File: src/shared/egm_pkg.sv
// constants shared by the external gmii adapter files
package egm_pkg;
    localparam int unsigned EGM_DATA_W      = 8;
    localparam int unsigned EGM_FIFO_AW     = 4;   // log2 of buffer depth
    localparam int unsigned EGM_HALF_FILL   = 8;   // centre occupancy
    localparam int unsigned EGM_LOW_FILL    = 4;   // below: stretch idle
    localparam int unsigned EGM_HIGH_FILL   = 12;  // above: shrink idle
    localparam logic [7:0]  EGM_IDLE_DATA   = 8'h00;
    localparam logic        EGM_RXCLK_RESET = 1'b1; // rx clock starts high, then toggles at half the core rate
    typedef enum logic [1:0] {
        EGM_ST_FILL = 2'b00,  // waiting for half fill
        EGM_ST_IDLE = 2'b01,  // between frames
        EGM_ST_DATA = 2'b10   // inside a frame
    } egm_state_t;
endpackage

File: src/rtl/egm_adapter.sv
// external gmii adapter: tx resample + elastic buffer, registered rx
`timescale 1ns/1ps
module egm_adapter
    import egm_pkg::*;
#(
    parameter int unsigned DATA_W = EGM_DATA_W,
    parameter int unsigned AW     = EGM_FIFO_AW
) (
    input  wire logic              sys_clk_i,      // core clock
    input  wire logic              reset_i,        // sync reset, high
    input  wire logic              ce_i,           // clock enable
    input  wire logic              tx_clk_i,       // partner tx clock pin
    input  wire logic [DATA_W-1:0] tx_data_i,      // partner tx data
    input  wire logic              tx_en_i,        // partner tx enable
    input  wire logic              tx_er_i,        // partner tx error
    output logic      [DATA_W-1:0] core_tx_data_o, // tx data to core
    output logic                   core_tx_en_o,   // tx enable to core
    output logic                   core_tx_er_o,   // tx error to core
    input  wire logic [DATA_W-1:0] core_rx_data_i, // rx data from core
    input  wire logic              core_rx_dv_i,   // rx valid from core
    input  wire logic              core_rx_er_i,   // rx error from core
    output logic      [DATA_W-1:0] rx_data_o,      // rx data pad
    output logic                   rx_dv_o,        // rx valid pad
    output logic                   rx_er_o,        // rx error pad
    output logic                   rx_clk_o        // forwarded rx clock
);
    localparam int unsigned W = DATA_W + 2;
    localparam int unsigned DEPTH = 1 << AW;

    ////////////////////////////////////////////////////////////////////
    // pad capture: sync tx clock and the tx bus in the core domain
    logic [W-1:0] pad_bus_s;
    logic         tclk_s;
    egm_sync2 #(.WIDTH(W)) u_bus_sync (
        .sys_clk_i (sys_clk_i),
        .reset_i   (reset_i),
        .ce_i      (ce_i),
        .async_i   ({tx_er_i, tx_en_i, tx_data_i}),
        .sync_o    (pad_bus_s)
    );
    egm_sync2 #(.WIDTH(1)) u_clk_sync (
        .sys_clk_i (sys_clk_i),
        .reset_i   (reset_i),
        .ce_i      (ce_i),
        .async_i   (tx_clk_i),
        .sync_o    (tclk_s)
    );

    ////////////////////////////////////////////////////////////////////
    // edge find and immediate resample on the partner clock edge
    logic         tclk_q, tclk_d;
    logic [W-1:0] res_q, res_d;     // resampled word
    logic         res_v_q, res_v_d; // one-cycle strobe
    logic         edge_w;

    assign edge_w = tclk_s & ~tclk_q;

    // bus is sampled on each partner rising edge
    always_comb begin
        tclk_d  = tclk_q;
        res_d   = res_q;
        res_v_d = 1'b0;
        if (ce_i) begin
            tclk_d = tclk_s;
            if (edge_w) begin
                res_d   = pad_bus_s;  // third register stage
                res_v_d = 1'b1;
            end
        end
    end

    always_ff @(posedge sys_clk_i) begin
        if (reset_i) begin
            tclk_q  <= 1'b0;
            res_q   <= '0;
            res_v_q <= 1'b0;
        end else begin
            tclk_q  <= tclk_d;
            res_q   <= res_d;
            res_v_q <= res_v_d;
        end
    end

    ////////////////////////////////////////////////////////////////////
    // elastic buffer storage and pointers
    logic [W-1:0]  mem_q [DEPTH];
    logic [AW:0]   wr_q, wr_d, rd_q, rd_d;
    logic [AW:0]   fill_w;
    logic          wr_en_w, rd_en_w, drop_w;
    egm_state_t    st_q, st_d;
    logic [W-1:0]  head_w;
    logic [W-1:0]  out_q, out_d;

    assign fill_w = wr_q - rd_q;
    assign head_w = mem_q[rd_q[AW-1:0]];
    // idle words may be discarded when the buffer runs high
    assign drop_w = res_v_q & ~res_q[DATA_W] & (st_q != EGM_ST_DATA)
                  & (fill_w > (AW+1)'(EGM_HIGH_FILL));
    assign wr_en_w = ce_i & res_v_q & ~drop_w
                   & (fill_w != (AW+1)'(DEPTH));

    // write side: store each resampled word that is not dropped and finds room
    always_ff @(posedge sys_clk_i) begin
        if (wr_en_w) begin
            mem_q[wr_q[AW-1:0]] <= res_q;
        end
    end

    ////////////////////////////////////////////////////////////////////
    // read side: core clock drains at most one word a cycle once centred
    always_comb begin
        st_d    = st_q;
        rd_en_w = 1'b0;
        out_d   = out_q;
        if (ce_i) begin
            unique case (st_q)
                EGM_ST_FILL: begin
                    out_d = {2'b00, EGM_IDLE_DATA};
                    if (fill_w >= (AW+1)'(EGM_HALF_FILL)) begin
                        st_d = EGM_ST_IDLE;
                    end
                end
                EGM_ST_IDLE: begin
                    // low fill: repeat idle instead of reading
                    if (fill_w < (AW+1)'(EGM_LOW_FILL)) begin
                        out_d = {2'b00, EGM_IDLE_DATA};
                    end else begin
                        rd_en_w = 1'b1;
                        out_d   = head_w;
                        if (head_w[DATA_W]) begin
                            st_d = EGM_ST_DATA;
                        end
                    end
                end
                EGM_ST_DATA: begin
                    if (fill_w != '0) begin // frame bytes never skipped
                        rd_en_w = 1'b1;
                        out_d   = head_w;
                        if (!head_w[DATA_W]) begin
                            st_d = EGM_ST_IDLE;
                        end
                    end else begin
                        // underrun inside a frame: mark the byte errored
                        // so the core discards the frame, then refill
                        out_d = {2'b11, EGM_IDLE_DATA};
                        st_d  = EGM_ST_FILL;
                    end
                end
                default: st_d = EGM_ST_FILL;
            endcase
        end
    end

    always_comb begin
        wr_d = wr_en_w ? wr_q + 1'b1 : wr_q;
        rd_d = rd_en_w ? rd_q + 1'b1 : rd_q;
    end

    // core side outputs on the core clock
    always_ff @(posedge sys_clk_i) begin
        if (reset_i) begin
            wr_q  <= '0;
            rd_q  <= '0;
            st_q  <= EGM_ST_FILL;
            out_q <= '0;
        end else begin
            wr_q  <= wr_d;
            rd_q  <= rd_d;
            st_q  <= st_d;
            out_q <= out_d;
        end
    end

    assign core_tx_data_o = out_q[DATA_W-1:0];
    assign core_tx_en_o   = out_q[DATA_W];
    assign core_tx_er_o   = out_q[DATA_W+1];

    ////////////////////////////////////////////////////////////////////
    // receive path: pad registers, single core-clock domain
    logic [DATA_W-1:0] rxd_q, rxd_d;
    logic              rxv_q, rxv_d, rxe_q, rxe_d;
    logic              rck_q, rck_d;

    always_comb begin
        rxd_d = ce_i ? core_rx_data_i : rxd_q; // output flops
        rxv_d = ce_i ? core_rx_dv_i   : rxv_q;
        rxe_d = ce_i ? core_rx_er_i   : rxe_q;
        // a ddr pair here would drive 0 then 1; at one rate per core
        // cycle the flop toggles instead, giving a clock at half the core rate
        rck_d = ce_i ? ~rck_q : rck_q;       // inverted phase
    end

    always_ff @(posedge sys_clk_i) begin
        if (reset_i) begin
            rxd_q <= '0;
            rxv_q <= 1'b0;
            rxe_q <= 1'b0;
            rck_q <= EGM_RXCLK_RESET;
        end else begin
            rxd_q <= rxd_d;
            rxv_q <= rxv_d;
            rxe_q <= rxe_d;
            rck_q <= rck_d;
        end
    end

    assign rx_data_o = rxd_q;
    assign rx_dv_o   = rxv_q;
    assign rx_er_o   = rxe_q;
    assign rx_clk_o  = rck_q;
endmodule // egm_adapter

File: src/rtl/egm_sync2.sv
// two flip-flop synchroniser for a vector of levels
`timescale 1ns/1ps
module egm_sync2 #(
    parameter int unsigned WIDTH = 1
) (
    input  wire logic             sys_clk_i,  // sampling clock
    input  wire logic             reset_i,    // sync reset, high
    input  wire logic             ce_i,       // clock enable
    input  wire logic [WIDTH-1:0] async_i,    // foreign-domain level
    output logic      [WIDTH-1:0] sync_o      // resynchronised level
);
    logic [WIDTH-1:0] meta_q, meta_d;
    logic [WIDTH-1:0] sync_q, sync_d;

    // first stage feeds only the second
    always_comb begin
        meta_d = ce_i ? async_i : meta_q;
        sync_d = ce_i ? meta_q  : sync_q;
    end

    always_ff @(posedge sys_clk_i) begin
        if (reset_i) begin
            meta_q <= '0;
            sync_q <= '0;
        end else begin
            meta_q <= meta_d;
            sync_q <= sync_d;
        end
    end

    assign sync_o = sync_q;
endmodule // egm_sync2

File: config.mk
export PLATFORM = sky130hd
export DESIGN_NAME = egm_adapter
export DESIGN_NICKNAME = d
export VERILOG_FILES = /design/src/shared/egm_pkg.sv /design/src/rtl/egm_adapter.sv /design/src/rtl/egm_sync2.sv
export SDC_FILE = /design/constraint.sdc
export NUM_CORES = 1
export LEC_CHECK = 0
export ABC_AREA = 1
export BUFFER_PORTS_ARGS = -buffer_cell sky130_fd_sc_hd__buf_2
export CAP_MARGIN = 20
export CORE_UTILIZATION = 29
export DETAILED_ROUTE_END_ITERATION = 7
export PLACE_DENSITY = 0.4
export SLEW_MARGIN = 25
export SYNTH_ARGS = -nofsm -noshare
export SYNTH_HDL_FRONTEND = slang
export SYNTH_HIERARCHICAL = 1
export SYNTH_SLANG_ARGS = --single-unit
export TNS_END_PERCENT = 5
File: constraint.sdc
create_clock -name sys_clk_i -period 7.4 [get_ports sys_clk_i]
set_clock_uncertainty 0.05 [all_clocks]
set_input_delay 0.74 -clock sys_clk_i [delete_from_list [all_inputs] [get_ports sys_clk_i]]
set_output_delay 0.74 -clock sys_clk_i [all_outputs]
set_load 0.005 [all_outputs]
==> summary.md <==
| Metric | Value |
|---|---|
| Status | complete, no violations |
| Max-slew violations | 0 |
| Antenna-violating nets left | 0 |
| Worst hold path endpoint | rx_er_o |
| Critical path peak fanout | 10 |
| Worst min-delay path startpoint | core_rx_er_i |
| Antenna diodes | 0 |
| Count of buffers from port buffering | 44 |
| Synth async-reset ratio | 0 |
| Global-route wire length before repair | 40.2 mm |
| Total area of multi-input combinational cells | around 3000 sq um |
| Overflow left after global routing | 0 |
| Transition time of the tightest slew-check pin | around 980 ps |
| Overall Power | 0.00288 W |
| Synthesized instance count | 963 |
| Hold Path Cell Cnt | 3 |
| Worst setup slack after layout | a little over 4000 ps |
| Initial antenna violation count | 0 |
| Placer's final routability congestion estimate | 0.817 |
| Site Rows | 66 |
| TritonCTS buffer count | 27 |
| Routed WL | ~26 mm |
| Arrival @ worst endpoint | 3440 ps |
| Die Y-Extent | between 150 and 200 microns |
| Core footprint | ~33000 sq um |
| Largest delay share family, worst path | simple AND/OR/NAND/NOR gates |
| Drt first pass iters | 5 |
| Global-route usage over all layers | 0.158 |
| # Post-CTS Setup Buffers | 0 |
| Levels on crit path | 13 |
| Clock Tree Root | sky130_fd_sc_hd__clkbuf_16 |
| Die outline area | 34200 sq um |
| Warnings, synthesis | 6 |
| Layout overhead on the synthesized area | 15.0% |
| Setup repair after global routing missed its margin | no |
| Worst R2R Path Depth | 13 |
| Setup violation total in the final timing report | 0 |
| Final core utilization | 0.341 |
| Number of vias in the routed layout | approximately 6600 |
| Time the final worst path needs with I/O delays and setup | ~3300 ps |
| Clock tree from TritonCTS | done |
| Reg-to-reg critical path endpoint | mem_q[0][2] |
| Maximum level of the CTS H-tree | 1 |
| Worst path slowest cell | sky130_fd_sc_hd__nor2_1 |
| Drt initial violations | 598 |
| CTS clock-pin slew for the worst setup and hold paths | ~60 ps |
| Top flip-flop cell by instance count after synthesis | sky130_fd_sc_hd__edfxtp_1 |
| Syn_nets | between 1000 and 1500 |
| Critical Path End Type | flop |
| Part of the cycle the worst path needs | 0.449 |
| Worst slack, placed | approximately 4000 ps |
| Sink count of the clock tree | about 230 |
| Relative slew margins | 0.344 |
| R2R Setup Slk | 4070 ps |
| Starting utilization of the core area | 0.296 |
| Mapped cell area | just under 10000 sq um |
| Synthesized area divided by synthesized cell count | approximately 10 sq um |
| Launching point of the worst reg2reg path | wr_q[0] |
| Total Nets Final | roughly 1000 |
| Worst hold-check slack | between 300 and 400 ps |
| Critical Path Source Type | flop |
| Fill cell instance count of the final layout | about 3400 |
| Remaining routing DRC violations | 0 |
| Highest cell delay on the worst timing path | around 700 ps |
| Vias per inst | roughly 4.5 |
| Post-CTS sizing | 0 |
| Post-synth EDFFs | 160 |
| Sequential area share after synthesis | 0.641 |
| Latest clock arrival within the worst-skew pair | 550 ps |
| Critical path type | reg -> reg |
| Required arrival time at the worst endpoint | about 7500 ps |
| Number of top-level design ports | 45 |
| Fraction of layout cells with a size suffix above 1 | 0.124 |
| Flip-flop and latch count after synthesis | 231 |
| Leakage | ~4.4 nW |
| Hold crit path type | in -> reg |
| Library cells used by synthesis | 38 |
| Storage cell area | 6230 sq um |
| Routed wirelength normalized by instance count | about 18 microns |
| X dimension of the die | 185 microns |
| Max Freq | around 300 MHz |
| Setup Total Neg Slack | 0 ps |
| Power per Cell Area | 258 nW/um^2 |
| Half-perimeter wire length of the detailed placement result | roughly 17 mm |
| IR drop worst, VDD | 0.000200 V |
| Endpoints failing hold | 0 |
| Buffering stage count on the worst path with inverters included | 3 |
| Number of global-route vias before repair | between 6000 and 7000 |
| Bufs on Longest Clock Path | 3 |
| Cell repeated most along the worst path | sky130_fd_sc_hd__nor2_1 |
| Cts hold-fix bufs | 0 |
| Number of max-cap violations | 0 |
| Cell-by-cell listing of the critical path | inv_1, ha_1, inv_1, fa_1, nor2_1, nor2_1, nand3_1, a21oi_1, nand2_2, nand2_4, inv_8, nand2_4, nor2_1 |
| Maximum number of pins on one net before global-route repair | 64 |
cell families after synthesis:
group                      count (synthesis)  share of synthesized area
and+or+nand+nor                          509                      0.225
DFF                                      231                      0.641
buffers and inverters                    113                     0.0549
AOI/OAI and AO/OA                         85                     0.0491
adders and majority gates                 15                     0.0201
xor gates and xnor gates                  10                    0.00979
where the power goes:
part | switching [W] | total [W] | leakage, nW | internal, W
Clock | 0.000531 | 0.00134 | 0.447 | 0.000812
Sequential | 0.0000303 | 0.00143 | 2.11 | 0.00140
Combinational | 0.0000718 | 0.000109 | 1.87 | 0.0000369
area by class of cell:
type,count,area share
well taps,442,0.0495
clock inverters,15,0.0141
inverters,63,0.0221
repair buffers,53,0.0258
multi-input cells,619,0.265
clock buffers,35,0.0665
flip-flops and latches,231,0.557
cells in the final DEF (no fill, tap or decap), drive strengths merged:
cell / synthesis / layout
nand2: 234 / 234
o21bai: 1 / 1
edfxtp: 160 / 160
bufinv: 0 / 3
xnor2: 5 / 5
fa: 1 / 1
clkinv: 1 / 10
a21o: 1 / 1
o221ai: 2 / 2
o21ai: 47 / 47
nand3b: 1 / 1
buf: 30 / 53
clkinvlp: 0 / 2
ha: 14 / 14
nand4: 10 / 10
dfxtp: 71 / 71
nand3: 125 / 125
inv: 62 / 63
nor2: 139 / 139
xor2: 5 / 5
a21oi: 24 / 24
a31oi: 3 / 3
o22ai: 7 / 7
clkbuf: 20 / 35
metrics by stage:
| step | cells | instance area [sq um] |
|---|---|---|
| after global routing | 1458 | 11200 |
| final | 1458 | 11200 |
| after CTS | 1458 | 11200 |
| after floorplan | 963 | 9720 |
| after detailed placement | 1408 | 10300 |
| after global placement | 1408 | 10300 |
synth_stat cells (2+ instances only):
cell type	count	share of area
sky130_fd_sc_hd__a21oi_1	21	0.011
sky130_fd_sc_hd__a21oi_2	3	0.0027
sky130_fd_sc_hd__a31oi_1	2	0.0013
sky130_fd_sc_hd__buf_2	15	0.0077
sky130_fd_sc_hd__buf_4	8	0.0062
sky130_fd_sc_hd__buf_6	6	0.0070
sky130_fd_sc_hd__clkbuf_1	18	0.0070
sky130_fd_sc_hd__dfxtp_1	71	0.15
sky130_fd_sc_hd__edfxtp_1	160	0.49
sky130_fd_sc_hd__ha_1	14	0.018
sky130_fd_sc_hd__inv_1	60	0.023
sky130_fd_sc_hd__nand2_1	223	0.086
sky130_fd_sc_hd__nand2_2	6	0.0039
sky130_fd_sc_hd__nand2_4	5	0.0058
sky130_fd_sc_hd__nand3_1	124	0.064
sky130_fd_sc_hd__nand4_1	7	0.0045
sky130_fd_sc_hd__nand4_2	2	0.0026
sky130_fd_sc_hd__nor2_1	135	0.052
sky130_fd_sc_hd__nor2_2	4	0.0026
sky130_fd_sc_hd__o21ai_0	47	0.024
sky130_fd_sc_hd__o221ai_1	2	0.0018
sky130_fd_sc_hd__o22ai_1	7	0.0045
sky130_fd_sc_hd__xnor2_1	4	0.0036
sky130_fd_sc_hd__xor2_1	5	0.0045
state kept, by name (all words and copies together) (netlist names), 2 cells and up, named ones only:
name,cells
out_q,10
wr_q,5
rx_data_o,8
res_q,10
mem_q,160
u_bus_sync/sync_o,10
rd_q,5
st_q,2
u_bus_sync/meta_q,10
worst max path at each step:
stage	startpoint	endpoint	slack, ps
6_report	wr_q[0]	mem_q[0][2]	4070
5_1_grt	wr_q[0]	mem_q[1][5]	3860
4_1_cts	wr_q[0]	mem_q[0][2]	3960
3_5_place_dp	ce_i	mem_q[0][3]	4000
3_3_place_gp	wr_q[0]	mem_q[0][7]	4070
2_1_floorplan	wr_q[0]	mem_q[0][0]	4540
per-layer routing:
layer | vias up | share of wire | GRT usage | wire, microns
li1 | 3295 | - | - | -
met1 | 3089 | 0.47 | 0.220 | 12600
met2 | 164 | 0.44 | 0.245 | 11800
met3 | 45 | 0.045 | 0.0260 | 1180
met4 | 0 | 0.037 | 0.0618 | 989
met5 | - | 0 | 0 | 0
tightest hold or removal path, stage by stage:
cell and delay (ps):
sky130_fd_sc_hd__buf_2 70, sky130_fd_sc_hd__nor2_1 30, sky130_fd_sc_hd__nor2_1 80
Note: power is estimated with default switching activity, not from simulation.
